File: src/design/vif_pkg.sv
// Package: register map, field layout and shared types of the video input front end
package vif_pkg;
  // ********************
  // Register map
  // ********************
  localparam logic [11:0] ADDR_CTL = 12'h000;
  localparam logic [11:0] ADDR_STATUS = 12'h004;
  localparam logic [11:0] ADDR_CLOCK = 12'h008;
  localparam logic [11:0] ADDR_SAMPLE = 12'h00c;
  localparam logic [31:0] CTL_SOFT_RESET_WORD = 32'h00080000;
  localparam logic [31:0] REG_ZERO = 32'h00000000;
  // Control bit positions
  localparam int CTL_CAPTURE_EN_BIT = 0;
  localparam int CTL_LOOPBACK_BIT = 1;
  localparam int CTL_SLEEPLESS_BIT = 2;
  localparam int CTL_MODE_LSB = 4;
  // Clock config bit positions
  localparam int CLK_INTERNAL_BIT = 0;
  localparam int CLK_DIV_LSB = 8;
  localparam int DIV_W = 8;
  // Status bit positions
  localparam int ST_POWERED_DOWN_BIT = 0;
  localparam int ST_OVERRUN_BIT = 1;
  localparam int ST_COUNT_LSB = 16;
  // Bus widths and timing
  localparam int DATA_W = 10;
  localparam int MSG_START_BIT = 8;
  localparam int MSG_END_BIT = 9;
  localparam int MAX_SAMPLE_MHZ = 81;
  localparam int SYS_CLK_MHZ = 10;
  localparam logic [1:0] RESP_OKAY = 2'h0;
  localparam logic [1:0] RESP_SLVERR = 2'h2;
  localparam logic [DIV_W-1:0] DIV_ONE = 8'h01;
  // Capture modes carried in control
  typedef enum logic [3:0] {
    VIF_MODE_FULLRES = 4'h0,
    VIF_MODE_HALFRES = 4'h1,
    VIF_MODE_RAW8 = 4'h2,
    VIF_MODE_RAW10S = 4'h3,
    VIF_MODE_RAW10U = 4'h4,
    VIF_MODE_MESSAGE = 4'h5
  } vif_mode_t;
  // One sampled bus word
  typedef struct packed {
    logic msg_end;
    logic msg_start;
    logic [7:0] pixel;
  } vif_sample_t;
  // Source-side pins as a group
  typedef struct packed {
    logic clk;
    logic valid;
    logic [DATA_W-1:0] data;
  } vif_pins_t;
endpackage

File: src/design/vif_frontend.sv
// Module: video input front end with register slave, loopback mux and clocking
// Functional notes
// - Sample bus on clock rise when strobe high
// - Strobe low means nothing sampled
// - Sampling path rated to 81 MHz
// - Low eight bits carry YUV or raw
// - Bits 8/9 extend data, flag message start/end
// - Output clock is processor clock divided by an integer
// - Loopback bit selects video output unit signals
// - Loopback only steers the input multiplexer
// - Power-down unless sleepless; sleepless keeps running, wakes
// - Reset by pin or control write 0x00080000
// - Reset clears control, status, clock registers
// - Internal-select zero: async input, divider ignored
// - Loopback plus external uses output unit clock
// - Internal-select one: drive clock, sample its rises
// - Generated rate equals processor clock over divider
// - Reset leaves external clocking mode
`timescale 1ns/1ps
module vif_frontend (
  input wire logic aclk,
  input wire logic aresetn,
  input wire logic [11:0] s_axi_awaddr,
  input wire logic s_axi_awvalid,
  output logic s_axi_awready,
  input wire logic [31:0] s_axi_wdata,
  input wire logic [3:0] s_axi_wstrb,
  input wire logic s_axi_wvalid,
  output logic s_axi_wready,
  output logic [1:0] s_axi_bresp,
  output logic s_axi_bvalid,
  input wire logic s_axi_bready,
  input wire logic [11:0] s_axi_araddr,
  input wire logic s_axi_arvalid,
  output logic s_axi_arready,
  output logic [31:0] s_axi_rdata,
  output logic [1:0] s_axi_rresp,
  output logic s_axi_rvalid,
  input wire logic s_axi_rready,
  input wire logic video_sample_clock_pin_i,
  output logic video_sample_clock_pin_o,
  output logic video_sample_clock_pin_oe,
  input wire logic input_valid_strobe,
  input wire logic [9:0] video_input_bus,
  input wire logic vout_clk,
  input wire logic vout_valid,
  input wire logic [9:0] vout_data,
  input wire logic global_power_down,
  output logic unit_powered_down,
  output logic wake_request,
  input wire logic irq_event,
  output logic [9:0] sample_data,
  output logic sample_valid,
  output logic [3:0] capture_mode,
  output logic capture_enable
);
  // ********************
  // Registers
  // ********************
  // Software-visible state; soft reset clears all of it
  logic [31:0] input_control_register_r;
  logic [31:0] input_clock_config_register_r;
  // Capture path state
  logic [15:0] sample_count_r;
  logic overrun_r;
  logic [9:0] sample_data_r;
  logic sample_valid_r;
  logic [9:0] sample_hold_r;
  logic hold_valid_r;
  // Write channel state
  logic aw_got_r;
  logic w_got_r;
  logic [11:0] aw_addr_r;
  logic [31:0] w_data_r;
  logic [3:0] w_strb_r;
  // Response and read channel state
  logic bvalid_r;
  logic [1:0] bresp_r;
  logic rvalid_r;
  logic [31:0] rdata_r;
  logic [1:0] rresp_r;

  // Decode of a byte address to a register hit, used for reads and writes
  function automatic logic addr_mapped(input logic [11:0] a);
    addr_mapped = (a == vif_pkg::ADDR_CTL) || (a == vif_pkg::ADDR_STATUS) ||
                  (a == vif_pkg::ADDR_CLOCK) || (a == vif_pkg::ADDR_SAMPLE);
  endfunction

  // Byte-lane merge for writes
  function automatic logic [31:0] lane_merge(input logic [31:0] old, input logic [31:0] nw,
                                             input logic [3:0] st);
    for (int i = 0; i < 4; i++) begin
      lane_merge[i*8 +: 8] = st[i] ? nw[i*8 +: 8] : old[i*8 +: 8];
    end
  endfunction

  // ********************
  // Control decode
  // ********************
  // Fields pulled from the control and clock registers
  wire loopback_select_bit = input_control_register_r[vif_pkg::CTL_LOOPBACK_BIT];
  wire sleepless = input_control_register_r[vif_pkg::CTL_SLEEPLESS_BIT];
  wire internal_clock_select = input_clock_config_register_r[vif_pkg::CLK_INTERNAL_BIT];
  wire [vif_pkg::DIV_W-1:0] divider_field =
    input_clock_config_register_r[vif_pkg::CLK_DIV_LSB +: vif_pkg::DIV_W];
  // Sleepless keeps the unit alive through global power-down
  wire powered_down = global_power_down && !sleepless;

  // ********************
  // Write channel
  // ********************
  // Handshakes and write decode
  wire aw_fire = s_axi_awvalid && s_axi_awready;
  wire w_fire = s_axi_wvalid && s_axi_wready;
  wire wr_go = aw_got_r && w_got_r && !bvalid_r;
  wire wr_hit = addr_mapped(aw_addr_r);
  wire [31:0] ctl_merged = lane_merge(input_control_register_r, w_data_r, w_strb_r);
  // Register selects for the two writable words
  wire wr_ctl = wr_go && (aw_addr_r == vif_pkg::ADDR_CTL);
  wire wr_clk = wr_go && (aw_addr_r == vif_pkg::ADDR_CLOCK);
  // Soft reset is a whole-word match; it also clears the capture path
  wire soft_reset = wr_ctl && (ctl_merged == vif_pkg::CTL_SOFT_RESET_WORD);
  wire unit_reset = !aresetn || soft_reset;
  // Ready drops while a write is held or its response stands
  assign s_axi_awready = !aw_got_r && !bvalid_r;
  assign s_axi_wready = !w_got_r && !bvalid_r;

  // Address and data may arrive in either order; latch each
  always_ff @(posedge aclk) begin
    if (!aresetn) begin
      aw_got_r <= 1'b0;
      w_got_r <= 1'b0;
      aw_addr_r <= '0;
      w_data_r <= '0;
      w_strb_r <= '0;
    end else begin
      if (aw_fire) begin
        aw_got_r <= 1'b1;
        aw_addr_r <= s_axi_awaddr & ~12'h003;
      end else if (wr_go) begin
        aw_got_r <= 1'b0;
      end
      if (w_fire) begin
        w_got_r <= 1'b1;
        w_data_r <= s_axi_wdata;
        w_strb_r <= s_axi_wstrb;
      end else if (wr_go) begin
        w_got_r <= 1'b0;
      end
    end
  end

  // Write response, one cycle after both halves are in
  always_ff @(posedge aclk) begin
    if (!aresetn) begin
      bvalid_r <= 1'b0;
      bresp_r <= vif_pkg::RESP_OKAY;
    end else if (wr_go) begin
      bvalid_r <= 1'b1;
      bresp_r <= wr_hit ? vif_pkg::RESP_OKAY : vif_pkg::RESP_SLVERR;
    end else if (s_axi_bready) begin
      bvalid_r <= 1'b0;
    end
  end
  // Response outputs come straight from flops
  assign s_axi_bvalid = bvalid_r;
  assign s_axi_bresp = bresp_r;

  // ********************
  // Control and clock registers
  // ********************
  // Soft reset clears both registers; loopback must be rewritten after
  always_ff @(posedge aclk) begin
    if (unit_reset) begin
      input_control_register_r <= vif_pkg::REG_ZERO;
      input_clock_config_register_r <= vif_pkg::REG_ZERO;
    end else begin
      if (wr_ctl) begin
        input_control_register_r <= ctl_merged;
      end
      if (wr_clk) begin
        input_clock_config_register_r <=
          lane_merge(input_clock_config_register_r, w_data_r, w_strb_r);
      end
    end
  end

  // ********************
  // Input multiplexer
  // ********************
  // Loopback swaps only the source; every mode stays usable
  wire [9:0] mux_data = loopback_select_bit ? vout_data : video_input_bus;
  wire mux_valid = loopback_select_bit ? vout_valid : input_valid_strobe;
  wire ext_clk = loopback_select_bit ? vout_clk : video_sample_clock_pin_i;

  // ********************
  // Clock generation and sampling edge
  // ********************
  logic gen_clk;
  logic gen_rise;
  logic ext_rise;
  // Divider held in reset outside internal mode and in power-down, so restart is clean
  vif_clkdiv u_div (
    .aclk(aclk),
    .aresetn(aresetn),
    .enable(internal_clock_select && !powered_down),
    .divider(divider_field),
    .clk_out(gen_clk),
    .rise_pulse(gen_rise)
  );
  // Only the clock level crosses through the synchroniser
  vif_sync u_sync (
    .aclk(aclk),
    .aresetn(aresetn),
    .din(ext_clk),
    .rise(ext_rise)
  );
  // Divider ignored in external mode; pin only driven in internal mode
  wire sample_edge = internal_clock_select ? gen_rise : ext_rise;
  assign video_sample_clock_pin_o = gen_clk;
  assign video_sample_clock_pin_oe = internal_clock_select;

  // Data is held each aclk so the value present before the synchronised
  // edge is the one taken; the 10 MHz model clock bounds the real 81 MHz rate
  always_ff @(posedge aclk) begin
    if (!aresetn) begin
      sample_hold_r <= '0;
      hold_valid_r <= 1'b0;
    end else begin
      sample_hold_r <= mux_data;
      hold_valid_r <= mux_valid;
    end
  end
  // Divider edges are aclk-aligned, so internal mode takes the live pins
  wire held_valid = internal_clock_select ? mux_valid : hold_valid_r;
  wire [9:0] take_word = internal_clock_select ? mux_data : sample_hold_r;
  wire take = sample_edge && held_valid && !powered_down;

  // ********************
  // Sample capture
  // ********************
  // Full ten bits kept; bits 8/9 are message flags in message mode
  always_ff @(posedge aclk) begin
    if (unit_reset) begin
      sample_data_r <= '0;
      sample_valid_r <= 1'b0;
      sample_count_r <= '0;
      overrun_r <= 1'b0;
    end else begin
      sample_valid_r <= take;
      if (take) begin
        sample_data_r <= take_word;
        sample_count_r <= sample_count_r + 16'h0001;
        overrun_r <= overrun_r || sample_valid_r;
      end
    end
  end
  // Sample outputs from flops, mode and enable from control, power and wake decoded live
  assign sample_data = sample_data_r;
  assign sample_valid = sample_valid_r;
  assign capture_mode = input_control_register_r[vif_pkg::CTL_MODE_LSB +: 4];
  assign capture_enable = input_control_register_r[vif_pkg::CTL_CAPTURE_EN_BIT];
  assign unit_powered_down = powered_down;
  assign wake_request = global_power_down && sleepless && irq_event;

  // ********************
  // Read channel
  // ********************
  // Status assembled live from counters and power state
  wire [31:0] status_word = (32'(sample_count_r) << vif_pkg::ST_COUNT_LSB) |
    (32'(overrun_r) << vif_pkg::ST_OVERRUN_BIT) |
    (32'(powered_down) << vif_pkg::ST_POWERED_DOWN_BIT);
  // Byte address trimmed to a word
  wire [11:0] ar_addr = s_axi_araddr & ~12'h003;
  // Unmapped addresses read as zero with an error response
  wire [31:0] rd_word =
    (ar_addr == vif_pkg::ADDR_CTL) ? input_control_register_r :
    (ar_addr == vif_pkg::ADDR_STATUS) ? status_word :
    (ar_addr == vif_pkg::ADDR_CLOCK) ? input_clock_config_register_r :
    (ar_addr == vif_pkg::ADDR_SAMPLE) ? 32'(sample_data_r) : vif_pkg::REG_ZERO;
  // One read outstanding; a new address waits while data stands
  assign s_axi_arready = !rvalid_r;
  // Read answers one cycle after the address is taken
  always_ff @(posedge aclk) begin
    if (!aresetn) begin
      rvalid_r <= 1'b0;
      rdata_r <= '0;
      rresp_r <= vif_pkg::RESP_OKAY;
    end else if (s_axi_arvalid && !rvalid_r) begin
      rvalid_r <= 1'b1;
      rdata_r <= rd_word;
      rresp_r <= addr_mapped(ar_addr) ? vif_pkg::RESP_OKAY : vif_pkg::RESP_SLVERR;
    end else if (s_axi_rready) begin
      rvalid_r <= 1'b0;
    end
  end
  assign s_axi_rvalid = rvalid_r;
  assign s_axi_rdata = rdata_r;
  assign s_axi_rresp = rresp_r;
endmodule // vif_frontend

File: src/design/vif_clkdiv.sv
// Module: programmable divider producing the internal video sample clock
`timescale 1ns/1ps
module vif_clkdiv (
  input wire logic aclk,
  input wire logic aresetn,
  input wire logic enable,
  input wire logic [vif_pkg::DIV_W-1:0] divider,
  output logic clk_out,
  output logic rise_pulse
);
  logic [vif_pkg::DIV_W-1:0] cnt_r;
  logic [vif_pkg::DIV_W-1:0] div_r;
  logic clk_r;
  wire [vif_pkg::DIV_W-1:0] eff_div = (divider == '0) ? vif_pkg::DIV_ONE : divider;
  wire [vif_pkg::DIV_W-1:0] half = div_r >> 1;
  wire period_end = (cnt_r >= div_r - vif_pkg::DIV_ONE);
  // ********************
  // Divider counter
  // ********************
  // New divider only loads at a period end, so no runt pulse
  always_ff @(posedge aclk) begin
    if (!aresetn || !enable) begin
      cnt_r <= '0;
      div_r <= vif_pkg::DIV_ONE;
      clk_r <= 1'b0;
    end else if (period_end) begin
      cnt_r <= '0;
      div_r <= eff_div;
      clk_r <= (eff_div != vif_pkg::DIV_ONE);
    end else begin
      cnt_r <= cnt_r + vif_pkg::DIV_ONE;
      clk_r <= (cnt_r + vif_pkg::DIV_ONE) < half || half == '0;
    end
  end
  // Sample point once per generated period
  assign rise_pulse = enable && period_end;
  assign clk_out = clk_r;
endmodule // vif_clkdiv

File: src/design/vif_sync.sv
// Module: two-flop level synchroniser with rising edge detect
`timescale 1ns/1ps
module vif_sync (
  input wire logic aclk,
  input wire logic aresetn,
  input wire logic din,
  output logic rise
);
  logic meta_r;
  logic sync_r;
  logic prev_r;
  // ********************
  // Synchroniser
  // ********************
  // Only sync_r reads the first flop; rise compares sync_r with prev_r
  always_ff @(posedge aclk) begin
    if (!aresetn) begin
      meta_r <= 1'b0;
      sync_r <= 1'b0;
      prev_r <= 1'b0;
    end else begin
      meta_r <= din;
      sync_r <= meta_r;
      prev_r <= sync_r;
    end
  end
  assign rise = sync_r && !prev_r;
endmodule // vif_sync

File: config.mk
export PLATFORM = sky130hd
export DESIGN_NAME = vif_frontend
export DESIGN_NICKNAME = d
export VERILOG_FILES = /design/src/design/vif_pkg.sv /design/src/design/vif_frontend.sv /design/src/design/vif_clkdiv.sv /design/src/design/vif_sync.sv
export SDC_FILE = /design/constraint.sdc
export NUM_CORES = 1
export LEC_CHECK = 0
export BUFFER_PORTS_ARGS = -buffer_cell sky130_fd_sc_hd__buf_2
export CORE_MARGIN = 3
export CORE_UTILIZATION = 38
export DETAILED_ROUTE_END_ITERATION = 10
export SYNTH_ARGS = -nofsm -noshare
export SYNTH_HDL_FRONTEND = slang
export SYNTH_SLANG_ARGS = --single-unit
File: constraint.sdc
create_clock -name aclk -period 3 [get_ports aclk]
set_input_delay 0 -clock aclk [delete_from_list [all_inputs] [get_ports aclk]]
set_output_delay 0 -clock aclk [all_outputs]
set_load 0.05 [all_outputs]
==> parameters.txt, run 1 <==
Parameter                              Value

Finish
  Number of diodes    0
  Final core area utilization    49.9%
  Layout overhead on the synthesized area    28.3%
  Non-Filler Instances    1,625
  Layout filler cell count    2,258
  Share of layout cells above drive strength 1    17.4%
  Final standard cell area without fillers    11,800 um^2
  Count of nets after finishing    1,399

Routing
  Drt wl/cell    15.2 um
  DRC violation count after routing    0
  1st-iter DRT viols    482
  Total via count after detailed routing    8,080
  Detail Route Antenna Nets    0
  Routed WL    24,800 um
  Number of detailed-routing iterations run before antenna repair    5
  Drt via density    4.97

Die
  Chip Width    161 um
  Total I/O pin count    154
  Initial Util    38.9%
  Site row count    56
  Total core area    23,600 um^2
  Die Span Y    161 um
  Total die area    26,100 um^2

STA
  Number of hold-slack violations in the final timing report    0
  Final WS setup    0.219 ns
  Final Cycle Share    92.7%
  Clock period minus final worst setup slack    2.78 ns
  Worst slack on hold paths    0.0167 ns
  Number of slew-limit violations in the final report    0
  Highest Clock Rate    360 MHz
  Clock skew after layout    0.0106 ns
  Final setup violation count    0
  Total negative slack    0 ns
  Relative slew slack    59.5%
  Worst slew pin tran    0.608 ns
  Setup repair after global routing missed its margin    false

Global routing
  Global route overflow    0
  Maximum number of pins on one net before global-route repair    78
  First-pass GRT wire length    40,200 um
  Total routing usage reported by global routing    18.6%
  Initial antenna violation count    0
  Vias in the first global route    7,687

Power and ir drop
  Total power divided by cell area    548 nW/um^2
  Final Power    6.45 mW
  Standby leakage power    4.53 nW
  Max rail drop VDD    0.487 mV

Synthesis
  Sequential-to-total area share from yosys stat    45.1%
  Area share of the largest cell type after synthesis    45.1%
  Seq cells post-synth    207
  Avg Inst Size Synth    8.41 um^2
  Async set-or-reset flop fraction in the synthesized netlist    0%
  Post-synth cell types    55
  Top area cells in the synthesized netlist    sky130_fd_sc_hd__dfxtp_1, sky130_fd_sc_hd__nand2_1, sky130_fd_sc_hd__mux2i_1
  Library cell with the largest summed area after synthesis    sky130_fd_sc_hd__dfxtp_1
  Top FF cell, synth    sky130_fd_sc_hd__dfxtp_1
  Number of warnings issued by yosys    0
  Post-synth design cell area    9180 um^2
  Synthesized instance count    1,092
  Post-synth EDFFs    0

Critical path
  Worst Path Max Fanout    9
  Crit. End Element    flop
  Arrival @ worst endpoint    3.16 ns
  Start-to-end type of the worst setup path    flop to flop
  Kind of launch point of the worst setup path    flop
  Required time of the critical path    3.38 ns

Outcome
  Outcome    completed

Min path
  Type of the most critical hold path    input port to flop

Clock tree
  Maximum level of the CTS H-tree    1
  TritonCTS sink count    207
  Clock tree from TritonCTS    yes
  Worst-Skew Late Latency    0.51 ns
  Number of buffers created by CTS    23
  Clock transition at path regs    0.06 ns
  Root cell of the clock tree    sky130_fd_sc_hd__clkbuf_16
  CTS Buffer Depth    3

Place
  Detailed placement HPWL    17,100 um
  Post-place setup slack    0.208 ns
  Number of input and output port buffers inserted    147
  Final estimated routing congestion in global placement    0.879
  Number of placed instances, taps included    1,507
  Area after DPL    10,200 um^2

Flow run
  Max-capacitance violation count    0
## kinds of logic (layout without fill, tap and decap cells)
group                    count (synthesis)  after routing  share of synthesized area, %
AO/OA/AOI/OAI                          246            246                          17.0
adder cells (fa/ha/maj)                 17             17                          2.32
flip-flops                             207            207                          45.1
buffers and inverters                   94            307                          4.84
other                                    1              2                        0.0409
XOR/XNOR                                22             22                          2.10
AND/OR/NAND/NOR                        451            451                          22.3
multiplexers                            54             54                          6.27
## synth_stat cells, types with 4 or more instances
library cell,instances
sky130_fd_sc_hd__nor3_1,11
sky130_fd_sc_hd__buf_4,8
sky130_fd_sc_hd__mux2_2,7
sky130_fd_sc_hd__xnor2_1,12
sky130_fd_sc_hd__o211ai_1,8
sky130_fd_sc_hd__buf_6,8
sky130_fd_sc_hd__a211o_1,11
sky130_fd_sc_hd__a21oi_1,87
sky130_fd_sc_hd__ha_1,17
sky130_fd_sc_hd__o21ai_0,37
sky130_fd_sc_hd__nand2_1,273
sky130_fd_sc_hd__nor2_1,46
sky130_fd_sc_hd__clkbuf_1,56
sky130_fd_sc_hd__a21boi_0,50
sky130_fd_sc_hd__inv_1,19
sky130_fd_sc_hd__nand4_1,4
sky130_fd_sc_hd__nand3_1,8
sky130_fd_sc_hd__and2_1,15
sky130_fd_sc_hd__a22oi_1,32
sky130_fd_sc_hd__dfxtp_1,207
sky130_fd_sc_hd__or4_1,8
sky130_fd_sc_hd__xor2_1,10
sky130_fd_sc_hd__or3_1,8
sky130_fd_sc_hd__and3_1,4
sky130_fd_sc_hd__nor4_1,9
sky130_fd_sc_hd__nand2b_1,5
sky130_fd_sc_hd__mux2i_1,44
sky130_fd_sc_hd__nor2b_1,50
## final timing paths
| kind | from | end | slack (ns) | cells after the start |
|---|---|---|---|---|
| worst max-delay path | u_div.div_r[0] | u_div.div_r[6] | 0.22 | 10 |
| worst max register to register | u_div.div_r[0] | u_div.div_r[6] | 0.22 | 10 |
| worst min register to register | u_sync.meta_r | u_sync.sync_r | 0.45 | 1 |
| worst min-delay path | vout_data[6] | sample_data[6] | 0.02 | 4 |
## power breakdown
group	total (mW)	switching, mW	leakage (nW)	internal (mW)
Sequential	2.86	0.0554	1.68	2.81
Combinational	0.456	0.250	2.44	0.206
Clock	3.13	1.13	0.418	2.00
## cells in the final DEF, fill, tap and decap left out, drive strengths merged, types with 5 or more instances in the layout
master / synthesis / layout
inv: 19 / 20
a21oi: 87 / 87
buf: 19 / 171
a211o: 11 / 11
nor4: 10 / 10
bufinv: 0 / 6
ha: 17 / 17
mux2i: 44 / 44
nor3: 11 / 11
nor2: 46 / 46
nand3: 8 / 8
xnor2: 12 / 12
a21boi: 50 / 50
a22oi: 32 / 32
and2: 15 / 15
nand2: 273 / 273
mux2: 8 / 8
dfxtp: 207 / 207
or3: 8 / 8
dlygate4sd3: 0 / 75
o211ai: 8 / 8
nor2b: 50 / 50
nand2b: 5 / 5
clkbuf: 56 / 29
o21ai: 40 / 40
xor2: 10 / 10
or4: 8 / 8
clkinv: 0 / 5
## routing by layer
layer / global-route usage [%] / routed length [um] / vias to the layer above
met5: 0 / 0 / -
met4: 4.54 / 454 / 0
met3: 2.82 / 1250 / 38
met2: 29.7 / 10800 / 207
met1: 26.5 / 12200 / 3715
li1: - / - / 4120
## repair_timing
| item | CTS | global route |
|---|---|---|
| setup endpoints to repair | 0 | 10 |
| gates resized for setup | 0 | 3 |
| hold endpoints to repair | 63 | 0 |
| hold buffers | 75 | 0 |
| setup buffers | 0 | 1 |
## flip-flops by register name, indices dropped and copies added (netlist names), 4 cells and up
| name | count |
|---|---|
| sample_data | 10 |
| u_div.div_r | 8 |
| input_clock_config_register_r | 32 |
| sample_count_r | 16 |
| input_control_register_r | 32 |
| w_strb_r | 4 |
| w_data_r | 32 |
| sample_hold_r | 10 |
| aw_addr_r | 10 |
| u_div.cnt_r | 8 |
| s_axi_rdata | 32 |
## area by class of cell
cell class	count	area [um^2]	share of cell area, %
clock buffer	29	628	5.33
clock inverter	13	221	1.88
inverter	19	71.3	0.606
multi-input combinational	792	4620	39.2
sequential	207	4140	35.2
tap	319	399	3.39
timing repair buffer	246	1690	14.4
## critical path: stages, from the launching register on
cell,delay [ns]
sky130_fd_sc_hd__dfxtp_1,0.40
sky130_fd_sc_hd__inv_1,0.11
sky130_fd_sc_hd__ha_1,0.25
sky130_fd_sc_hd__xnor2_1,0.14
sky130_fd_sc_hd__ha_1,0.19
sky130_fd_sc_hd__or3_1,0.34
sky130_fd_sc_hd__a211oi_1,0.34
sky130_fd_sc_hd__o21a_1,0.44
sky130_fd_sc_hd__buf_4,0.21
sky130_fd_sc_hd__mux2i_1,0.18
sky130_fd_sc_hd__nor2_1,0.05
(Power assumes the default switching activity.)
==> run 2: changes to the inputs <==
--- a/config.mk
+++ b/config.mk
@@ -6,9 +6,11 @@
 export NUM_CORES = 1
 export LEC_CHECK = 0
 export BUFFER_PORTS_ARGS = -buffer_cell sky130_fd_sc_hd__buf_2
-export CORE_MARGIN = 3
-export CORE_UTILIZATION = 38
+export CELL_PAD_IN_SITES_DETAIL_PLACEMENT = 1
+export CELL_PAD_IN_SITES_GLOBAL_PLACEMENT = 2
+export CORE_UTILIZATION = 33
 export DETAILED_ROUTE_END_ITERATION = 10
+export PLACE_DENSITY_LB_ADDON = 0.1
 export SYNTH_ARGS = -nofsm -noshare
 export SYNTH_HDL_FRONTEND = slang
 export SYNTH_SLANG_ARGS = --single-unit
==> parameters.txt, run 2 (same netlist as run 1, synthesis figures left out) <==
Parameter                              Value

Finish
  Layout overhead on the synthesized area    29.2% (was 28.3%)
  Share of layout cells above drive strength 1    17.1% (was 17.4%)
  Count of nets after finishing    1,415 (was 1,399)
  Final standard cell area without fillers    11,900 um^2 (was 11,800 um^2)
  Final core area utilization    43.8% (was 49.9%)
  Number of diodes    0 (unchanged)
  Leading cell type in the layout, fill and taps excluded    sky130_fd_sc_hd__nand2_1 (unchanged)
  Most frequent cells in the layout    sky130_fd_sc_hd__nand2_1, sky130_fd_sc_hd__dfxtp_1, sky130_fd_sc_hd__buf_2 (unchanged)

Clock tree
  Number of buffers created by CTS    25 (was 23)
  CTS Buffer Depth    3 (unchanged)
  Clock tree from TritonCTS    yes (unchanged)
  TritonCTS sink count    207 (unchanged)
  Maximum level of the CTS H-tree    1 (unchanged)
  Root cell of the clock tree    sky130_fd_sc_hd__clkbuf_16 (unchanged)
  Post-CTS setup buffer count    0 (unchanged)
  Clock transition at path regs    0.06 ns (about the same)
  Worst-Skew Late Latency    0.52 ns (was 0.51 ns)

Power and ir drop
  Standby leakage power    4.57 nW (was 4.53 nW)
  Cell Int Power    4.68 mW (was 5.01 mW)
  Clock network fraction of design power    45.8% (was 48.5%)
  Total power divided by cell area    519 nW/um^2 (was 548 nW/um^2)
  Proportion of power drawn by flip-flops and latches    46.5% (was 44.4%)
  Sw Share    24.0% (was 22.3%)
  Proportion of power drawn by combinational gates    7.7% (was 7.1%)
  Max rail drop VDD    0.316 mV (was 0.487 mV)
  Net switching power    1.48 mW (was 1.43 mW)
  Final Power    6.16 mW (was 6.45 mW)

Routing
  1st-iter DRT viols    293 (was 482)
  Drt wl/cell    16.7 um (was 15.2 um)
  Number of detailed-routing iterations run before antenna repair    4 (was 5)
  Drt via density    4.85 (was 4.97)
  Routed WL    28,400 um (was 24,800 um)
  Total via count after detailed routing    8,210 (was 8,080)
  DRC violation count after routing    0 (unchanged)
  Detail Route Antenna Nets    0 (unchanged)

Outcome
  Outcome    completed (unchanged)

Place
  Final estimated routing congestion in global placement    0.744 (was 0.879)
  Area after DPL    10,300 um^2 (was 10,200 um^2)
  Number of input and output port buffers inserted    147 (unchanged)
  Detailed placement HPWL    19,600 um (was 17,100 um)

Global routing
  Total routing usage reported by global routing    19.9% (was 18.6%)
  Global routing usage on met3    3.04% (was 2.82%)
  GR peak layer    met2 (unchanged)
  Vias in the first global route    8,195 (was 7,687)
  Global route overflow    0 (unchanged)
  Initial antenna violation count    0 (unchanged)
  Maximum number of pins on one net before global-route repair    93 (was 78)
  GR Util met1    28.5% (was 26.5%)
  Met2 layer usage reported by global route    31.4% (was 29.7%)
  First-pass GRT wire length    45,300 um (was 40,200 um)

Min path
  Worst Hold Path EP    sample_data[6] (unchanged)
  Source of the worst hold timing path    vout_data[6] (unchanged)
  Instance count along the most critical hold path    4 (unchanged)
  Type of the most critical hold path    input port to flop (unchanged)

STA
  Setup repair after global routing missed its margin    false (unchanged)
  Number of slew-limit violations in the final report    0 (unchanged)
  Total negative slack    0 ns (unchanged)
  Number of hold-slack violations in the final timing report    0 (unchanged)
  Clock skew after layout    0.0134 ns (was 0.0106 ns)
  Clock period minus final worst setup slack    2.81 ns (was 2.78 ns)
  Final setup violation count    0 (unchanged)
  Relative slew slack    39.5% (was 59.5%)
  Worst slew pin tran    0.907 ns (was 0.608 ns)
  Highest Clock Rate    356 MHz (was 360 MHz)
  Final Cycle Share    93.5% (was 92.7%)

Flow run
  Max-capacitance violation count    0 (unchanged)

Die
  Site row count    60 (was 56)
  Total I/O pin count    154 (unchanged)
  Total core area    27,100 um^2 (was 23,600 um^2)
  Die Span Y    169 um (was 161 um)
  Total die area    28,500 um^2 (was 26,100 um^2)
  Chip Width    169 um (was 161 um)
  Initial Util    33.9% (was 38.9%)

Critical path
  Worst Reg2Reg Path Length in Cells    13 (was 10)
  Reg2Reg Setup Slack    0.19 ns (was 0.22 ns)
  Start-to-end type of the worst setup path    flop to flop (unchanged)
  End of the worst register-to-register path    sample_count_r[4] (was u_div.div_r[6])
  Required time of the critical path    3.45 ns (was 3.38 ns)
  FF-to-FF Start    u_div.div_r[4] (was u_div.div_r[0])
  Crit. End Element    flop (unchanged)
  Arrival @ worst endpoint    3.25 ns (was 3.16 ns)
  Worst Path Max Fanout    11 (was 9)
  Kind of launch point of the worst setup path    flop (unchanged)
## run 2: final cells by class
class                   instances  area (um^2)
flip-flops and latches        207         4140
inverters                      19         71.3
multi-input cells             792         4610
clock inverters                 5         32.5
fillers                      3240        15200
clock buffers                  39          728
repair buffers                260         1810
well taps                     372          465
## run 2: power groups by stage
| stage | clock (mW) | sequential [mW] | combinational [mW] |
|---|---|---|---|
| floorplan | 0 | 2.91 | 0.250 |
| global placement | 0 | 2.93 | 0.386 |
| detailed placement | 0 | 2.93 | 0.391 |
| CTS | 2.92 | 2.87 | 0.478 |
| global route | 3.02 | 2.88 | 0.523 |
| finish | 2.82 | 2.87 | 0.472 |
## run 2: metal layers
metal | part of all wire [%] | vias up
met2 | 43 | 175
met5 | 0 | -
met4 | 1.9 | 0
li1 | - | 4144
met1 | 50 | 3858
met3 | 4.6 | 33
## run 2: worst max-delay path, stage by stage, from the launching register on
cell and delay [ns]:
sky130_fd_sc_hd__dfxtp_1 0.31, sky130_fd_sc_hd__inv_1 0.12, sky130_fd_sc_hd__nand4_1 0.17, sky130_fd_sc_hd__nor4_1 0.27
sky130_fd_sc_hd__xnor2_1 0.11, sky130_fd_sc_hd__ha_1 0.30, sky130_fd_sc_hd__a41oi_1 0.13, sky130_fd_sc_hd__a21o_1 0.19
sky130_fd_sc_hd__nor3_1 0.13, sky130_fd_sc_hd__buf_4 0.17, sky130_fd_sc_hd__buf_4 0.17, sky130_fd_sc_hd__o21ai_0 0.14
sky130_fd_sc_hd__or3b_1 0.38, sky130_fd_sc_hd__a21oi_1 0.14
## run 2: worst max-delay path by stage
stage,slack [ns],end,start
after floorplan,0.37,u_div.div_r[0],u_div.div_r[1]
after global placement,0.21,sample_count_r[3],u_div.div_r[1]
after detailed placement,0.21,sample_count_r[3],u_div.div_r[1]
after CTS,0.17,sample_count_r[4],u_div.div_r[4]
after global routing,0.005,sample_count_r[1],u_div.div_r[1]
final,0.19,sample_count_r[4],u_div.div_r[4]
## run 2: through the flow
stage               setup slack [ns]  cells  hold slack [ns]
floorplan                      0.372   1093            0.138
finish                         0.195   1694           0.0208
global route                 0.00457   1694           0.0497
global placement               0.208   1566            0.246
detailed placement             0.210   1566            0.250
CTS                            0.172   1694          0.00878
## run 2: what timing repair did
item / 4_1_cts / 5_1_grt
resized for setup: 0 / 2
setup endpoints to repair: 0 / 3
hold buffers: 84 / 0
hold endpoints to repair: 71 / 0
==> run 3: changes to the inputs <==
--- a/config.mk
+++ b/config.mk
@@ -11,6 +11,7 @@
 export CORE_UTILIZATION = 33
 export DETAILED_ROUTE_END_ITERATION = 10
 export PLACE_DENSITY_LB_ADDON = 0.1
+export RECOVER_POWER = 100
 export SYNTH_ARGS = -nofsm -noshare
 export SYNTH_HDL_FRONTEND = slang
 export SYNTH_SLANG_ARGS = --single-unit
==> parameters.txt, run 3 (same netlist as run 1, synthesis figures left out) <==
Parameter                              Value

Critical path
  Start-to-end type of the worst setup path    flop to flop (unchanged)
  FF-to-FF Start    u_div.div_r[4] (unchanged)
  Arrival @ worst endpoint    3.25 ns (about the same)
  End of the worst register-to-register path    sample_count_r[4] (unchanged)
  Crit. End Element    flop (unchanged)
  Required time of the critical path    3.45 ns (about the same)
  Kind of launch point of the worst setup path    flop (unchanged)
  Reg2Reg Setup Slack    0.20 ns (was 0.19 ns)
  Worst Reg2Reg Path Length in Cells    13 (unchanged)
  Worst Path Max Fanout    11 (unchanged)

Power and ir drop
  Sw Share    24.0% (about the same)
  Clock network fraction of design power    45.8% (about the same)
  Max rail drop VDD    0.316 mV (about the same)
  Final Power    6.16 mW (about the same)
  Net switching power    1.48 mW (about the same)
  Standby leakage power    4.29 nW (was 4.57 nW)
  Proportion of power drawn by flip-flops and latches    46.6% (was 46.5%)
  Cell Int Power    4.68 mW (about the same)
  Total power divided by cell area    524 nW/um^2 (was 519 nW/um^2)
  Proportion of power drawn by combinational gates    7.6% (was 7.7%)

Flow run
  Max-capacitance violation count    2 (was 0)

Finish
  Multi-input combinational cell area    4590 um^2 (was 4610 um^2)
  Layout filler cell count    3,286 (was 3,240)
  Leading cell type in the layout, fill and taps excluded    sky130_fd_sc_hd__nand2_1 (unchanged)
  Most frequent cells in the layout    sky130_fd_sc_hd__nand2_1, sky130_fd_sc_hd__dfxtp_1, sky130_fd_sc_hd__buf_2 (unchanged)
  Number of diodes    0 (unchanged)
  Final standard cell area without fillers    11,700 um^2 (was 11,900 um^2)
  Area used by sequential logic in the layout    4140 um^2 (unchanged)
  Non-Filler Instances    1,694 (unchanged)
  Layout overhead on the synthesized area    27.9% (was 29.2%)
  Count of nets after finishing    1,415 (unchanged)
  Share of layout cells above drive strength 1    12.1% (was 17.1%)

Die
  Die Span Y    169 um (unchanged)
  Initial Util    33.9% (unchanged)
  Total die area    28,500 um^2 (unchanged)
  Chip Width    169 um (unchanged)
  Site row count    60 (unchanged)
  Total I/O pin count    154 (unchanged)
  Total core area    27,100 um^2 (unchanged)

STA
  Final Cycle Share    93.4% (was 93.5%)
  Clock period minus final worst setup slack    2.80 ns (was 2.81 ns)
  Clock skew after layout    0.0112 ns (was 0.0134 ns)
  Worst slew pin tran    1.69 ns (was 0.907 ns)
  Highest Clock Rate    357 MHz (was 356 MHz)
  Total negative slack    0 ns (unchanged)
  Number of hold-slack violations in the final timing report    0 (unchanged)
  Number of slew-limit violations in the final report    86 (was 0)
  Relative slew slack    -12.7% (was 39.5%)
  Setup repair after global routing missed its margin    false (unchanged)
  Final setup violation count    0 (unchanged)

Routing
  Drt wl/cell    16.8 um (was 16.7 um)
  Number of detailed-routing iterations run before antenna repair    5 (was 4)
  1st-iter DRT viols    301 (was 293)
  DRC violation count after routing    0 (unchanged)
  Routed WL    28,400 um (about the same)
  Detail Route Antenna Nets    0 (unchanged)
  Drt via density    4.83 (was 4.85)
  Total via count after detailed routing    8,188 (was 8,210)

Clock tree
  Worst-Skew Late Latency    0.52 ns (about the same)
  Clock tree from TritonCTS    yes (unchanged)
  Clock transition at path regs    0.06 ns (about the same)
  Number of buffers created by CTS    25 (unchanged)
  Root cell of the clock tree    sky130_fd_sc_hd__clkbuf_16 (unchanged)
  CTS Buffer Depth    3 (unchanged)
  Maximum level of the CTS H-tree    1 (unchanged)
  TritonCTS sink count    207 (unchanged)
  Post-CTS setup buffer count    0 (unchanged)

Place
  Area after DPL    10,300 um^2 (unchanged)
  Number of placed instances, taps included    1,566 (unchanged)
  Number of input and output port buffers inserted    147 (unchanged)
  Detailed placement HPWL    19,600 um (unchanged)
  Final estimated routing congestion in global placement    0.744 (unchanged)

Global routing
  Global route overflow    0 (unchanged)
  Vias in the first global route    8,195 (unchanged)
  Initial antenna violation count    0 (unchanged)
  Maximum number of pins on one net before global-route repair    93 (unchanged)
  First-pass GRT wire length    45,300 um (unchanged)
  Total routing usage reported by global routing    19.9% (unchanged)

Min path
  Source of the worst hold timing path    vout_data[6] (unchanged)
  Type of the most critical hold path    input port to flop (unchanged)
  Worst Hold Path EP    sample_data[6] (unchanged)
  Instance count along the most critical hold path    4 (unchanged)

Outcome
  Outcome    finished with violations (was completed)
  Violations in the final reports    max-capacitance violations, max-slew violations
==> run 3: routing by layer <==
metal  vias up  GRT usage, %  share of wire (%)
met5         -             0                  0
met4         0          4.43                1.9
met3        33          3.04                4.1
met2       163          31.4                 43
met1      3846          28.5                 51
li1       4146             -                  -
==> run 3: layout make-up <==
type,count,area share (%)
Inverter,19,0.607
Sequential cell,207,35.3
Tap cell,372,3.96
Multi-Input combinational cell,792,39.1
Clock inverter,5,0.277
Timing Repair Buffer,260,14.6
Clock buffer,39,6.20
==> run 3: worst max-delay path by stage <==
stage / startpoint / end / slack [ns] / cells after the start
after floorplan: u_div.div_r[1] / u_div.div_r[0] / 0.37 / 10
after global placement: u_div.div_r[1] / sample_count_r[3] / 0.21 / 12
after detailed placement: u_div.div_r[1] / sample_count_r[3] / 0.21 / 12
after CTS: u_div.div_r[4] / sample_count_r[4] / 0.17 / 13
after global routing: u_div.div_r[1] / sample_count_r[1] / 0.005 / 12
final: u_div.div_r[4] / sample_count_r[4] / 0.20 / 13
==> run 3: worst max-delay path, stage by stage, from the launching register on <==
cell and delay [ns]:
sky130_fd_sc_hd__dfxtp_1 0.31, sky130_fd_sc_hd__inv_1 0.12, sky130_fd_sc_hd__nand4_1 0.17, sky130_fd_sc_hd__nor4_1 0.27
sky130_fd_sc_hd__xnor2_1 0.12, sky130_fd_sc_hd__ha_1 0.31, sky130_fd_sc_hd__a41oi_1 0.13, sky130_fd_sc_hd__a21o_1 0.19
sky130_fd_sc_hd__nor3_1 0.13, sky130_fd_sc_hd__buf_4 0.17, sky130_fd_sc_hd__buf_4 0.17, sky130_fd_sc_hd__o21ai_0 0.14
sky130_fd_sc_hd__or3b_1 0.37, sky130_fd_sc_hd__a21oi_1 0.14
==> run 3: repair_timing <==
action | CTS | global route
hold buffers | 84 | 0
resized for setup | 0 | 2
setup endpoints to repair | 0 | 3
endpoints found under the hold margin | 71 | 0
==> run 3: power by group through the flow <==
stage	clock [mW]	combinational [mW]	sequential, mW
3_3_place_gp	0	0.386	2.93
2_1_floorplan	0	0.250	2.91
6_report	2.82	0.468	2.87
5_1_grt	3.02	0.519	2.88
3_5_place_dp	0	0.391	2.93
4_1_cts	2.92	0.478	2.87
==> run 3: through the flow <==
step	utilization (%)	setup slack (ns)	hold WS [ns]
floorplan	-	0.372	0.138
global placement	37.8	0.208	0.246
detailed placement	37.8	0.210	0.250
CTS	43.7	0.172	0.00878
global route	43.3	0.00458	0.0498
finish	43.3	0.198	0.0182
